## src/core/eodst_pkg.sv

```systemverilog
// Package for the extended opcode decoder and state-count calculator.
// Assumes a single CPU clock domain; shared by the decoder and its timing leaf.
package eodst_pkg;
	// Leading opcode bytes of the extended page
	localparam logic [7:0] OP_LDC_AH = 8'h01;
	localparam logic [7:0] OP_LDC_AL = 8'h40;
	localparam logic [7:0] OP_MULS_AL = 8'hC0;
	localparam logic [7:0] OP_DIVS_AL = 8'hD0;
	localparam logic [7:0] OP_LOG_AL = 8'hF0;
	localparam logic [7:0] OP_BREG_TST = 8'h7C;
	localparam logic [7:0] OP_BREG_SET = 8'h7D;
	localparam logic [7:0] OP_BABS_TST = 8'h7E;
	localparam logic [7:0] OP_BABS_SET = 8'h7F;
	localparam logic [3:0] NIB_6 = 4'h6;
	localparam logic [3:0] NIB_7 = 4'h7;
	localparam logic [3:0] NIB_0 = 4'h0;
	localparam logic [3:0] NIB_5 = 4'h5;
	localparam logic [3:0] NIB_2 = 4'h2;
	localparam logic [3:0] NIB_3 = 4'h3;
	localparam logic [3:0] NIB_4 = 4'h4;
	localparam logic [3:0] NIB_1 = 4'h1;
	localparam int UPPER_MSB = 3;
	// Cycle kinds
	localparam int KIND_FETCH = 0;
	localparam int KIND_BRANCH = 1;
	localparam int KIND_STACK = 2;
	localparam int KIND_BYTE = 3;
	localparam int KIND_WORD = 4;
	localparam int KIND_INTERNAL = 5;
	localparam int NUM_KINDS = 6;
	// States per cycle
	localparam logic [7:0] ST_ONCHIP = 8'h02;
	localparam logic [7:0] ST_INTERNAL = 8'h01;
	localparam logic [7:0] ST_MOD8_WORD = 8'h06;
	localparam logic [7:0] ST_MOD8_BYTE = 8'h03;
	localparam logic [7:0] ST_MOD16 = 8'h03;
	localparam logic [7:0] ST_EXT8_2_WORD = 8'h04;
	localparam logic [7:0] ST_EXT8_2_BYTE = 8'h02;
	localparam logic [7:0] ST_EXT8_3_WORD = 8'h06;
	localparam logic [7:0] ST_EXT8_3_BYTE = 8'h03;
	localparam logic [7:0] ST_EXT16_2 = 8'h02;
	localparam logic [7:0] ST_EXT16_3 = 8'h03;
	localparam logic [7:0] ZERO8 = 8'h00;

	typedef enum logic [1:0] {
		TGT_ONCHIP = 2'b00,
		TGT_MODULE = 2'b01,
		TGT_EXTERNAL = 2'b10
	} eodst_target_t;

	typedef struct packed {
		eodst_target_t target;
		logic bus16;
		logic threeState;
		logic [3:0] waitCount;
	} eodst_access_t;

	typedef enum logic [4:0] {
		INS_NONE = 5'h00,
		INS_CTRL_XFER = 5'h01,
		INS_SIGNED_MULTIPLY = 5'h02,
		INS_SIGNED_DIVIDE = 5'h03,
		INS_LOGIC_OR = 5'h04,
		INS_LOGIC_XOR = 5'h05,
		INS_LOGIC_AND = 5'h06,
		INS_BIT_TEST = 5'h07,
		INS_BIT_OR = 5'h08,
		INS_BIT_XOR = 5'h09,
		INS_BIT_AND = 5'h0A,
		INS_BIT_LOAD = 5'h0B,
		INS_BIT_SET = 5'h0C,
		INS_BIT_INVERT = 5'h0D,
		INS_BIT_CLEAR = 5'h0E,
		INS_BIT_STORE = 5'h0F,
		INS_BIT_IOR = 5'h10,
		INS_BIT_IXOR = 5'h11,
		INS_BIT_IAND = 5'h12,
		INS_BIT_ILOAD = 5'h13,
		INS_BIT_ISTORE = 5'h14
	} eodst_op_t;

	typedef struct packed {
		logic valid;
		eodst_op_t op;
		logic regDirect;
		logic absolute;
		logic [3:0] regSel;
		logic [7:0] shortAbsoluteField;
		logic [3:0] bitNumber;
	} eodst_decode_t;

	typedef struct packed {
		logic [7:0] fetch;
		logic [7:0] branch;
		logic [7:0] stack;
		logic [7:0] byteData;
		logic [7:0] wordData;
		logic [7:0] internal;
	} eodst_counts_t;
endpackage

```

## src/core/eodst_decoder.sv

```systemverilog
// Extended four-byte opcode decoder with execution-state calculator.
// Assumes instruction bytes and cycle counts are presented synchronous to ref_clk.
// Function
// - The top bit of the fourth byte's upper nibble selects between the two groups sharing leading bytes.
// - In register bit encodings one nibble of the second byte is a general register selector.
// - In absolute bit encodings the second byte is an 8-bit short absolute operand address.
// - Six cycle kinds are counted separately: fetch, branch read, stack, byte data, word data, internal.
// - Total states are the sum over the six kinds of count times states per cycle for that kind.
// - States per cycle follow target and width; on-chip memory takes 2 and internal operation 1.
// - On-chip modules take 6 per fetch or word and 3 per byte on 8 bits, and 3 per fetch on 16 bits.
// - External 8-bit three-state takes 6+2m per word and 3+m per byte; two-state takes 4 and 2.
`timescale 1ns/100ps
module eodst_decoder #(
	parameter int TOTAL_W = 16
) (
	input wire logic ref_clk,
	input wire logic reset,
	input wire logic instrValid,
	input wire logic [31:0] instrBytes,
	input eodst_pkg::eodst_counts_t cycleCounts,
	input eodst_pkg::eodst_access_t fetchAccess,
	input eodst_pkg::eodst_access_t branchAccess,
	input eodst_pkg::eodst_access_t stackAccess,
	input eodst_pkg::eodst_access_t dataAccess,
	output eodst_pkg::eodst_decode_t decoded,
	output logic [TOTAL_W-1:0] totalStates,
	output logic resultValid
);
	import eodst_pkg::*;

	eodst_decode_t decoded_reg, decoded_next;
	logic [TOTAL_W-1:0] totalStates_reg, totalStates_next;
	logic resultValid_reg, resultValid_next;

	logic [7:0] byteA, byteB, byteC, byteD;
	logic [3:0] fourth_byte_upper_nibble;
	logic [7:0] rates [NUM_KINDS];
	logic [7:0] counts [NUM_KINDS];
	eodst_access_t accs [NUM_KINDS];

	assign byteA = instrBytes[31:24];
	assign byteB = instrBytes[23:16];
	assign byteC = instrBytes[15:8];
	assign byteD = instrBytes[7:0];
	assign fourth_byte_upper_nibble = byteD[7:4];

	// Count vector unpacked by kind
	assign counts[KIND_FETCH] = cycleCounts.fetch;
	assign counts[KIND_BRANCH] = cycleCounts.branch;
	assign counts[KIND_STACK] = cycleCounts.stack;
	assign counts[KIND_BYTE] = cycleCounts.byteData;
	assign counts[KIND_WORD] = cycleCounts.wordData;
	assign counts[KIND_INTERNAL] = cycleCounts.internal;
	assign accs[KIND_FETCH] = fetchAccess;
	assign accs[KIND_BRANCH] = branchAccess;
	assign accs[KIND_STACK] = stackAccess;
	assign accs[KIND_BYTE] = dataAccess;
	assign accs[KIND_WORD] = dataAccess;
	assign accs[KIND_INTERNAL] = fetchAccess;

	genvar k;
	generate
		for (k = 0; k < NUM_KINDS; k++) begin : gRate
			if (k == KIND_INTERNAL) begin : gInt
				assign rates[k] = ST_INTERNAL;
			end else begin : gAcc
				eodst_state_rate uRate (
					.access(accs[k]),
					.isByte(k == KIND_BYTE),
					.isFetch(k == KIND_FETCH),
					.rate(rates[k])
				);
			end
		end
	endgenerate

	// Maps a bit-operation second nibble to an operation, honouring the upper-nibble group split
	function automatic eodst_op_t bitOp(input logic [3:0] code, input logic inverted, input logic setGroup,
		input logic lowOpcode);
		eodst_op_t r;
		r = INS_NONE;
		if (setGroup) begin
			case (code)
				NIB_0: r = INS_BIT_SET;
				NIB_1: r = INS_BIT_INVERT;
				NIB_2: r = INS_BIT_CLEAR;
				NIB_7: r = (lowOpcode) ? (inverted ? INS_BIT_ISTORE : INS_BIT_STORE) : INS_NONE;
				default: r = INS_NONE;
			endcase
		end else begin
			case (code)
				NIB_3: r = INS_BIT_TEST;
				NIB_4: r = lowOpcode ? INS_NONE : (inverted ? INS_BIT_IOR : INS_BIT_OR);
				NIB_5: r = lowOpcode ? INS_NONE : (inverted ? INS_BIT_IXOR : INS_BIT_XOR);
				NIB_6: r = lowOpcode ? INS_NONE : (inverted ? INS_BIT_IAND : INS_BIT_AND);
				NIB_7: r = lowOpcode ? INS_NONE : (inverted ? INS_BIT_ILOAD : INS_BIT_LOAD);
				default: r = INS_NONE;
			endcase
		end
		return r;
	endfunction

	// True when the leading two bytes and the third byte's upper nibble name one row of the page
	function automatic logic rowIs(input logic [7:0] first, input logic [7:0] second, input logic [3:0] third,
		input logic [7:0] keyFirst, input logic [7:0] keySecond, input logic [3:0] keyThird);
		return (first == keyFirst) && (second == keySecond) && (third == keyThird);
	endfunction

	// The third byte's upper nibble is part of the row key; its lower nibble picks the column
	logic [3:0] rowNibble;
	logic [3:0] column;
	logic rowCtrl;
	logic rowMul;
	logic rowDiv;
	logic rowLogic;
	logic isBitReg;
	logic isBitAbs;
	logic rowBit;
	assign rowNibble = byteC[7:4];
	assign column = byteC[3:0];
	assign rowCtrl = rowIs(byteA, byteB, rowNibble, OP_LDC_AH, OP_LDC_AL, NIB_6);
	assign rowMul = rowIs(byteA, byteB, rowNibble, OP_LDC_AH, OP_MULS_AL, NIB_5);
	assign rowDiv = rowIs(byteA, byteB, rowNibble, OP_LDC_AH, OP_DIVS_AL, NIB_5);
	assign rowLogic = rowIs(byteA, byteB, rowNibble, OP_LDC_AH, OP_LOG_AL, NIB_6);
	assign isBitReg = (byteA == OP_BREG_TST) || (byteA == OP_BREG_SET);
	assign isBitAbs = (byteA == OP_BABS_TST) || (byteA == OP_BABS_SET);
	assign rowBit = (isBitReg || isBitAbs) && (rowNibble == NIB_6 || rowNibble == NIB_7);

	always_comb begin
		logic inv;
		logic lowOp;
		inv = fourth_byte_upper_nibble[UPPER_MSB];
		lowOp = (rowNibble == NIB_6);
		decoded_next = '0;
		decoded_next.op = INS_NONE;
		if (rowCtrl) begin
			decoded_next.op = INS_CTRL_XFER;
		end else if (rowMul && (column == NIB_0 || column == NIB_2)) begin
			decoded_next.op = INS_SIGNED_MULTIPLY;
		end else if (rowDiv && (column == NIB_1 || column == NIB_3)) begin
			decoded_next.op = INS_SIGNED_DIVIDE;
		end else if (rowLogic) begin
			case (column)
				NIB_4: decoded_next.op = INS_LOGIC_OR;
				NIB_5: decoded_next.op = INS_LOGIC_XOR;
				NIB_6: decoded_next.op = INS_LOGIC_AND;
				default: decoded_next.op = INS_NONE;
			endcase
		end else if (rowBit) begin
			decoded_next.op = bitOp(column, inv, byteA[0], lowOp);
			decoded_next.bitNumber = {1'b0, byteD[6:4]};
			if (isBitReg) begin
				decoded_next.regDirect = 1'b1;
				decoded_next.regSel = byteB[7:4];
			end else begin
				decoded_next.absolute = 1'b1;
				decoded_next.shortAbsoluteField = byteB;
			end
		end
		decoded_next.valid = instrValid && (decoded_next.op != INS_NONE);
		// The last decode stands until the next request is taken
		if (!instrValid) begin
			decoded_next = decoded_reg;
		end
	end

	always_comb begin
		logic [TOTAL_W-1:0] acc;
		acc = '0;
		for (int i = 0; i < NUM_KINDS; i++) begin
			acc = acc + (TOTAL_W'(counts[i]) * TOTAL_W'(rates[i]));
		end
		totalStates_next = instrValid ? acc : totalStates_reg;
		resultValid_next = instrValid;
	end

	always_ff @(posedge ref_clk) begin
		if (reset) begin
			decoded_reg <= '0;
			totalStates_reg <= '0;
			resultValid_reg <= 1'b0;
		end else begin
			decoded_reg <= decoded_next;
			totalStates_reg <= totalStates_next;
			resultValid_reg <= resultValid_next;
		end
	end

	assign decoded = decoded_reg;
	assign totalStates = totalStates_reg;
	assign resultValid = resultValid_reg;
endmodule

```

## src/core/eodst_state_rate.sv

```systemverilog
// States-per-cycle lookup for one access condition.
// Assumes the caller picks the condition for each cycle kind.
`timescale 1ns/100ps
module eodst_state_rate (
	input eodst_pkg::eodst_access_t access,
	input wire logic isByte,
	input wire logic isFetch,
	output logic [7:0] rate
);
	import eodst_pkg::*;
	logic [7:0] waitExt;
	assign waitExt = {4'h0, access.waitCount};

	always_comb begin
		rate = ST_ONCHIP;
		case (access.target)
			TGT_ONCHIP: begin
				rate = ST_ONCHIP;
			end
			TGT_MODULE: begin
				if (access.bus16) begin
					rate = ST_MOD16;
				end else if (isByte) begin
					rate = ST_MOD8_BYTE;
				end else begin
					rate = ST_MOD8_WORD;
				end
			end
			TGT_EXTERNAL: begin
				if (access.bus16) begin
					if (access.threeState) begin
						rate = ST_EXT16_3 + waitExt;
					end else begin
						rate = ST_EXT16_2;
					end
				end else if (access.threeState) begin
					if (isByte) begin
						rate = ST_EXT8_3_BYTE + waitExt;
					end else begin
						rate = ST_EXT8_3_WORD + {waitExt[6:0], 1'b0};
					end
				end else if (isByte) begin
					rate = ST_EXT8_2_BYTE;
				end else begin
					rate = ST_EXT8_2_WORD;
				end
			end
			default: begin
				rate = ST_ONCHIP;
			end
		endcase
		if (isFetch && access.target == TGT_ONCHIP) begin
			rate = ST_ONCHIP;
		end
	end
endmodule

```

## config.mk

```make
export PLATFORM = sky130hd
export DESIGN_NAME = eodst_decoder
export DESIGN_NICKNAME = d
export VERILOG_FILES = /design/src/core/eodst_pkg.sv /design/src/core/eodst_decoder.sv /design/src/core/eodst_state_rate.sv
export SDC_FILE = /design/constraint.sdc
export NUM_CORES = 1
export LEC_CHECK = 0
export ABC_AREA = 1
export BUFFER_PORTS_ARGS = -buffer_cell sky130_fd_sc_hd__clkbuf_2
export CAP_MARGIN = 20
export CELL_PAD_IN_SITES_DETAIL_PLACEMENT = 1
export CELL_PAD_IN_SITES_GLOBAL_PLACEMENT = 2
export CORE_ASPECT_RATIO = 0.9
export CORE_MARGIN = 1.5
export CORE_UTILIZATION = 30
export DETAILED_ROUTE_END_ITERATION = 12
export PLACE_DENSITY_LB_ADDON = 0.05
export SLEW_MARGIN = 10
export SYNTH_ARGS = -nofsm -noshare
export SYNTH_HDL_FRONTEND = slang
export SYNTH_SLANG_ARGS = --single-unit
export TNS_END_PERCENT = 20
```

## constraint.sdc

```tcl
create_clock -name ref_clk -period 8.8 [get_ports ref_clk]
set_input_delay 1.32 -clock ref_clk [delete_from_list [all_inputs] [get_ports ref_clk]]
set_output_delay 1.32 -clock ref_clk [all_outputs]
set_load 0.01 [all_outputs]
```

==> flow_summary.toml, run 1 <==
[outcome]
status = "completed"

[power_and_ir_drop]
ir_worst_vdd_uv = 299
seqPwrFrac = 0.082
p_int_uw = 1170
power_switching_uw = 1510
p_clk_frac = 0.071
power_frac_comb = 0.847
power.share.switching = 0.564
p_leak_uw = 0.00745
p_per_area_nw_per_um2 = 203

[route]
drtIter0Drc = 246
via_per_inst = 4.30
ant_nets = 0
drt_pass1_iterations = 4
wirelength_microns = 33700
drc = 0
wl_per_cell_microns = 15.3
vias = 9449

[timing]
max_clock_freq_mhz = 124
finalSetupViolations = 0
fin_crit_ns = 8.04
hold_slack_ns = 0.465
worst_pin_slew_ns = 0.754
finalHoldViolations = 0
maxSlewViolCount = 0
fin_skew_ns = 0
tns_ns = 0
rsz0062_at_grt = "false"
slew_headroom = 0.495
fin_crit_sh = 0.914

[place]
numPortBuffers = 150
dp.cells = 2188
gp_congestion = 0.798
hpwl_microns = 31400

[cells_and_area]
fin_nets = 2165
syn_to_final_growth_pct = 13.0
largest_reg_flops = 23
fin_cells = 2196
final_util = 0.344
antenna_cells = 0
drive_above_1_share = 0.115
fillers = 4811

[setup_path]
cp-end-kind = "flip-flop"
cp_slowest_cell = "fa_1"
cp_max_fo = 6
critPathRequiredTime_ns = 8.98
cp_slowest_stage_delay_ns = 0.56
cp_common_cell = "fa_1"
path_class = "in2reg"
setup.worst_path.start_class = "input port"
arrival_ns = 8.22

[die]
rows = 68
dieArea_sq_um = 40100
pin_count = 156
die_x_microns = 211
die_y_microns = 190
start_util = 0.304
design.core.area_sq_um = 38400

[clock_network]
clock_latency_ns = 0.29
cts-htree-levels = 2
hold_buffers = 0
post_cts_resized = 0
cts_setup_buffers = 0
clkTransAtPathRegs_ns = 0.06
cts.sinks = 40
cts-root-buf = "clkbuf_16"
cts_buffer_depth = 2
cts_tree = "done"
cts_inserted_buffers = 5

[grt]
grtUsageTotal = 0.178
grt_pass1_wl_microns = 55600
grt-ovfl-total = 0
grt_max_degree = 37
antenna_found_initial = 0
grt_pass1_vias = 10400

[synth]
synth_ff_type = "dfxtp_1"
yosys_warnings = 0
syn_inst = 1523
netlist_area_sq_um = 11700
synth-async-reset-ratio = 0
synth-seq-cells = 40
syn_nets = 2018
synth_edf_count = 0
yosysUniqueCellTypes = 39
seq_area_frac_synth = 0.0687
avgSynthCellArea_sq_um = 7.66

[run]
timing.max_cap.violations = 0

[min_path]
hp-class = "reg2reg"
[final cells by class]
| cell class | instances | area, sq um | share of cell area |
|---|---|---|---|
| Clock buffer | 7 | 143 | 0.0108 |
| Clock inverter | 1 | 7.51 | 0.000570 |
| Inverter | 470 | 1760 | 0.134 |
| Multi-Input combinational cell | 1001 | 9040 | 0.686 |
| Sequential cell | 40 | 801 | 0.0607 |
| Tap cell | 525 | 657 | 0.0498 |
| Timing Repair Buffer | 152 | 766 | 0.0581 |
[logic make-up (layout without fill, tap and decap cells)]
kind of cell | count (synthesis) | after routing | share of synthesized area
AND/OR/NAND/NOR | 506 | 506 | 0.176
buffers and inverters | 482 | 630 | 0.156
adder cells (fa/ha/maj) | 380 | 380 | 0.543
AO/OA/AOI/OAI | 104 | 104 | 0.0490
flip-flops | 40 | 40 | 0.0687
XOR/XNOR | 10 | 10 | 0.00751
other | 1 | 1 | 0.000322
[synthesized netlist by cell type (2+ instances only)]
library cell    n  share of area
o21bai_1        2         0.0013
nand3_1        31          0.013
nor2_1        280          0.090
nand2_1       157          0.051
dfxtp_1        40          0.069
nor3_2          3         0.0026
a31oi_1         4         0.0021
or2_1           2         0.0011
ha_1          170           0.18
xor2_1          7         0.0053
nor2_2          6         0.0032
o211ai_1        6         0.0039
fa_1          210           0.36
nand4_1         9         0.0048
a21oi_1        42          0.018
nor3_1         10         0.0043
o221ai_1        2         0.0015
o21ai_1        17         0.0073
nand3b_1        2         0.0013
xnor2_1         3         0.0023
clkbuf_1        6         0.0019
o21ai_0        26          0.011
buf_2           4         0.0017
inv_1         451           0.15
inv_2          19         0.0061
[worst paths after layout]
path / start / to / slack, ns / cells after the start
worst min-delay path: decoded[10] / decoded[10] / 0.46 / 2
worst max-delay path: dataAccess[6] / totalStates[8] / 0.76 / 28
worst min register to register: decoded[10] / decoded[10] / 0.46 / 2
worst max register to register: decoded[18] / decoded[18] / 8.05 / 3
[worst max-delay path: cells and delay by family]
family / cells / cell delay, ns
adders and majority gates: 10 / 4.64
xor gates and xnor gates: 1 / 0.16
and+or+nand+nor: 4 / 0.82
AOI/OAI and AO/OA: 4 / 0.68
buffers and inverters: 9 / 0.61
[power by group through the flow]
stage	Clock (uW)	Sequential (uW)	Combinational, uW
2_1_floorplan	0	232	1610
3_3_place_gp	0	224	2270
3_5_place_dp	0	224	2300
4_1_cts	200	220	2320
5_1_grt	207	223	2640
6_report	190	219	2270
[per-stage QoR]
stage               cell area [sq um]  setup WS, ns  total power, uW
CTS                             13200         0.700             2740
floorplan                       11700          1.21             1840
global route                    13200         0.221             3070
finish                          13200         0.760             2680
detailed placement              13000         0.404             2520
global placement                13000         0.434             2500
[routing by layer]
layer  wire length (microns)  global-route usage
met3                     413             0.00891
met5                       0                   0
met4                     219              0.0209
met2                   15700               0.298
met1                   17300               0.259
[placed cells by master (no fill, tap or decap), types with 2 or more instances in the layout]
cell       count
inv_1        451
nor2_1       280
fa_1         210
ha_1         170
nand2_1      157
clkbuf_2     150
a21oi_1       42
dfxtp_1       40
nand3_1       31
o21ai_0       26
inv_2         19
o21ai_1       17
nor3_1        10
nand4_1        9
xor2_1         7
nor2_2         6
o211ai_1       6
clkbuf_16      5
a31oi_1        4
nor3_2         3
xnor2_1        3
or2_1          2
nand3b_1       2
o21bai_1       2
o221ai_1       2
buf_4          2
(Power assumes the default switching activity.)
==> inputs of run 2 (changes only) <==
ABC_AREA = not set   (was 1)
==> flow_summary.toml, run 2 <==
[clock_network]
cts.sinks = 40
cts-htree-levels = 2
cts-root-buf = "clkbuf_16"
cts_tree = "done"
cts_inserted_buffers = 5
clock_latency_ns = 0.28
clkTransAtPathRegs_ns = 0.06
cts_buffer_depth = 2

[synth]
yosys.area.top_type_share = 0.353
synth-seq-cells = 40
synth_edf_count = 0
netlist_area_sq_um = 11900
yosysUniqueCellTypes = 63
synth-async-reset-ratio = 0
avgSynthCellArea_sq_um = 8.93
syn_inst = 1333
netlist_top_cells_count = "inv_1, fa_1, and2_1, ha_1, nand2_1"
synth_top_area_cell = "fa_1"
syn_nets = 1828
seq_area_frac_synth = 0.0673
yosys_warnings = 0
netlist_top_cells_area = "fa_1, ha_1, inv_1"
synth_ff_type = "dfxtp_1"
synth_most_common_cell = "inv_1"

[place]
numPortBuffers = 150
dp.cells = 2028
dpl_cell_area_sq_um = 13500
hpwl_microns = 30400
gp_congestion = 0.784

[timing]
finalHoldViolations = 0
worst_pin_slew_ns = 1.05
hold_slack_ns = 0.452
fin_crit_sh = 0.957
max_clock_freq_mhz = 119
maxSlewViolCount = 0
rsz0062_at_grt = "true"
fin_crit_ns = 8.42
finalSetupViolations = 0
fin_skew_ns = 0
slew_headroom = 0.297

[die]
dieArea_sq_um = 40900
rows = 69
die_x_microns = 213
start_util = 0.303
pin_count = 156
die_y_microns = 192
design.core.area_sq_um = 39300

[setup_path]
cp_slowest_stage_delay_ns = 0.53
reg2reg_from = "decoded[23]"
r2r-end = "decoded[23]"
reg2reg_setup_slack_ns = 7.81
cp_slowest_cell = "fa_1"
setup.worst_path.start_class = "input port"
critPathRequiredTime_ns = 8.98
cp-end-kind = "flip-flop"
path_class = "in2reg"
arrival_ns = 8.60
cp_common_cell = "fa_1"
cp_max_fo = 5
r2r_cells = 3

[cells_and_area]
layout_commonest_cell = "inv_1"
antenna_cells = 0
design_area_sq_um = 13600
largest_reg_flops = 23
syn_to_final_growth_pct = 14.7
fin_cells = 2036
drive_above_1_share = 0.133
fin_nets = 1998
final_cell_mix = "inv_1, fa_1, and2_1, ha_1, clkbuf_2"

[grt]
antenna_found_initial = 0
grtUsageTotal = 0.169
grt_pass1_vias = 9688
grt_max_degree = 25
grt_pass1_wl_microns = 53200
grt-ovfl-total = 0

[route]
drtIter0Drc = 245
vias = 9123
via_per_inst = 4.48
drt_pass1_iterations = 4
wl_per_cell_microns = 16.3
ant_nets = 0
drc = 0
wirelength_microns = 33300

[power_and_ir_drop]
power_frac_comb = 0.831
p_clk_frac = 0.084
power.share.switching = 0.483
power_switching_uw = 1210
ir_worst_vdd_uv = 185
p_per_area_nw_per_um2 = 183
seqPwrFrac = 0.085
p_int_uw = 1290
p_leak_uw = 0.00717
p_total_uw = 2500

[run]
timing.max_cap.violations = 0

[min_path]
worstHoldStart = "decoded[20]"
hp-class = "reg2reg"
hold_path_depth = 1
min_to = "decoded[20]"

[outcome]
status = "completed"
-- run 2: changes by cell type in the layout (fill, tap and decap cells not counted), sizes merged, moves of 12 or more --
| cell | delta |
|---|---|
| nor2 | -240 |
| and2 | +195 |
| inv | -126 |
| nand2 | -97 |
| buf | +32 |
| nand3 | -22 |
| o21ai | -20 |
| a21oi | -19 |
| a22o | +17 |
| xnor2 | +13 |
| nor2b | +12 |
-- run 2: routing by layer --
layer  share of wire  vias to the layer above  global-route usage
met2            0.46                      102               0.279
li1                -                     4447                   -
met5               0                        -                   0
met1            0.51                     4565               0.252
met3           0.022                        9             0.00768
met4          0.0024                        0              0.0104
-- run 2: timing repair --
action	CTS	global route
setup endpoints to repair	0	2
resized for setup	0	1
hold buffers	0	0
setup buffers	0	0
endpoints found under the hold margin	0	0
-- run 2: final cells by class --
type,count,area [sq um]
Clock inverter,3,42.5
Sequential cell,40,801
Timing Repair Buffer,184,1010
Clock buffer,5,125
Fill cell,4649,25600
Tap cell,532,666
Multi-Input combinational cell,928,9710
Inverter,344,1290
-- run 2: logic make-up (layout without fill, tap and decap cells) --
family,count (synthesis),count (layout),synth area share
simple gates,405,405,0.195
fa+ha+maj,380,380,0.532
buf+inv,365,536,0.117
compound gates,114,114,0.0666
flops,40,40,0.0673
xor+xnor,17,17,0.0125
mux,11,11,0.00925
other cells,1,1,0.000315
-- run 2: worst max-delay path by stage --
stage,startpoint,to,slack [ns]
after detailed placement,dataAccess[0],totalStates[15],0.01
final,dataAccess[0],totalStates[10],0.38
after global placement,dataAccess[0],totalStates[15],-0.01
after floorplan,dataAccess[0],totalStates[10],0.64
after CTS,dataAccess[0],totalStates[15],0.29
after global routing,dataAccess[0],totalStates[10],-0.02
-- run 2: worst max-delay path: cells and delay by family --
| family | cells | cell delay (ns) |
|---|---|---|
| AND/OR/NAND/NOR | 4 | 0.74 |
| AO/OA/AOI/OAI | 6 | 1.11 |
| adder cells (fa/ha/maj) | 10 | 4.52 |
| XOR/XNOR | 1 | 0.14 |
| buffers and inverters | 10 | 0.76 |
-- run 2: power by group through the flow --
| stage | clock network, uW | logic, uW | registers, uW |
|---|---|---|---|
| 3_3_place_gp | 0 | 2100 | 217 |
| 3_5_place_dp | 0 | 2120 | 217 |
| 6_report | 209 | 2070 | 213 |
| 5_1_grt | 227 | 2410 | 214 |
| 4_1_cts | 217 | 2130 | 213 |
| 2_1_floorplan | 0 | 1420 | 224 |
-- run 2: stage by stage --
| step | TNS [ns] | worst slack, ns | utilization |
|---|---|---|---|
| final | 0 | 0.375 | 0.347 |
| after global routing | -0.0234 | -0.0234 | 0.347 |
| after CTS | 0 | 0.295 | 0.347 |
| after detailed placement | 0 | 0.0109 | 0.343 |
| after global placement | -0.0140 | -0.0140 | 0.343 |
| after floorplan | 0 | 0.640 | - |
==> inputs of run 3 (changes only) <==
--- a/config.mk
+++ b/config.mk
@@ -6,4 +6,5 @@
 export NUM_CORES = 1
 export LEC_CHECK = 0
+export ABC_AREA = 1
 export BUFFER_PORTS_ARGS = -buffer_cell sky130_fd_sc_hd__clkbuf_2
 export CAP_MARGIN = 20
==> constraint.sdc (replaced) <==
create_clock -name ref_clk -period 8.8 [get_ports ref_clk]
set_input_delay 0.88 -clock ref_clk [delete_from_list [all_inputs] [get_ports ref_clk]]
set_output_delay 0.88 -clock ref_clk [all_outputs]
set_load 0.01 [all_outputs]
==> flow_summary.toml, run 3 (synthesis results as in run 1) <==
[clock_network]
cts_tree = "done"
post_cts_resized = 0
cts_setup_buffers = 0
hold_buffers = 0
clock_latency_ns = 0.29
cts.sinks = 40
cts_buffer_depth = 2
cts_inserted_buffers = 5
clkTransAtPathRegs_ns = 0.06
cts-htree-levels = 2
cts-root-buf = "clkbuf_16"

[route]
wl_per_cell_microns = 15.3
vias = 9487
wirelength_microns = 33600
drt_pass1_iterations = 4
via_per_inst = 4.32
drc = 0
ant_nets = 0
drtIter0Drc = 261

[cells_and_area]
fin_cells = 2197
syn_to_final_growth_pct = 13.2
fin_nets = 2165
largest_reg_flops = 23
final_cell_mix = "inv_1, nor2_1, fa_1, ha_1, nand2_1"
drive_above_1_share = 0.115
design_area_sq_um = 13200
layout_commonest_cell = "inv_1"

[power_and_ir_drop]
p_per_area_nw_per_um2 = 205
power_frac_comb = 0.839
p_int_uw = 1180
p_clk_frac = 0.080
ir_worst_vdd_uv = 243
power.share.switching = 0.563
seqPwrFrac = 0.081
p_leak_uw = 0.00746
power_switching_uw = 1520

[timing]
finalSetupViolations = 0
fin_ws_ns = 1.17
maxSlewViolCount = 0
max_clock_freq_mhz = 131
fin_crit_ns = 7.63
fin_crit_sh = 0.867
hold_slack_ns = 0.466
slew_headroom = 0.484
tns_ns = 0
fin_skew_ns = 0
finalHoldViolations = 0
worst_pin_slew_ns = 0.770
rsz0062_at_grt = "false"

[die]
design.core.area_sq_um = 38400
die_x_microns = 211
pin_count = 156
dieArea_sq_um = 40100
start_util = 0.304
die_y_microns = 190
rows = 68

[setup_path]
arrival_ns = 7.81
cp_slowest_stage_delay_ns = 0.59
cp_max_fo = 8
path_class = "in2reg"
reg2reg_from = "decoded[18]"
crit_start = "dataAccess[6]"
cp_common_cell = "fa_1"
critPathRequiredTime_ns = 8.98
cp_top_family = "adder cells"
cp-end-kind = "flip-flop"
setup.worst_path.start_class = "input port"
critPathBufInv = 8
cp_slowest_cell = "fa_1"

[grt]
grt_max_degree = 37
antenna_found_initial = 0
grtUsageTotal = 0.177
grt_pass1_vias = 10400
grt_pass1_wl_microns = 55500
grt-ovfl-total = 0

[run]
timing.max_cap.violations = 0

[place]
hpwl_microns = 31400
dp_worst_setup_slack_ns = 0.840
gp_congestion = 0.798
numPortBuffers = 150
dp.cells = 2188
dpl_cell_area_sq_um = 13000

[outcome]
status = "completed"

[min_path]
worstHoldStart = "decoded[4]"
hp-class = "reg2reg"
-- run 3: changes by cell type in the layout (fill, tap and decap cells not counted), sizes merged, moves of 12 or more --
cell / delta
and2: -195
a22o: -17
nor2b: -12
nand3: +22
buf: -32
nand2: +97
xnor2: -13
o21ai: +20
inv: +126
nor2: +240
a21oi: +19
-- run 3: final timing paths --
check                                       to  depth (start not counted)  slack (ns)
worst max register to register     decoded[18]                          3        8.06
worst min-delay path                decoded[4]                          2        0.47
worst min register to register      decoded[4]                          2        0.47
worst max-delay path            totalStates[8]                         28        1.17
-- run 3: per-layer routing --
layer	wire length, microns	vias to the layer above	global-route usage
met4	208	0	0.0181
met5	0	-	0
li1	-	4747	-
met1	16800	4639	0.258
met2	15700	87	0.295
met3	916	14	0.0124
-- run 3: cell type report --
type                       instances  area (sq um)
inverter                         470          1760
fill                            4773         25200
multi-input combinational       1001          9040
sequential                        40           801
clock buffer                       5           125
tap                              525           657
antenna                            1          2.50
timing repair buffer             152           766
clock inverter                     3          42.5
-- run 3: worst reg2reg max path: stages (launching register included) --
cell	delay, ns
dfxtp_1	0.33
o21ai_0	0.07
or2_1	0.25
inv_1	0.05
-- run 3: metrics by stage --
step / util / power (uW)
3_3_place_gp: 0.340 / 2500
3_5_place_dp: 0.340 / 2520
5_1_grt: 0.344 / 3100
2_1_floorplan: - / 1840
4_1_cts: 0.344 / 2760
6_report: 0.344 / 2710
-- run 3: power by group through the flow --
stage	combinational [uW]	sequential (uW)	clock (uW)
after floorplan	1610	232	0
after global placement	2270	223	0
after detailed placement	2300	224	0
after CTS	2320	220	224
after global routing	2650	222	232
final	2270	220	216
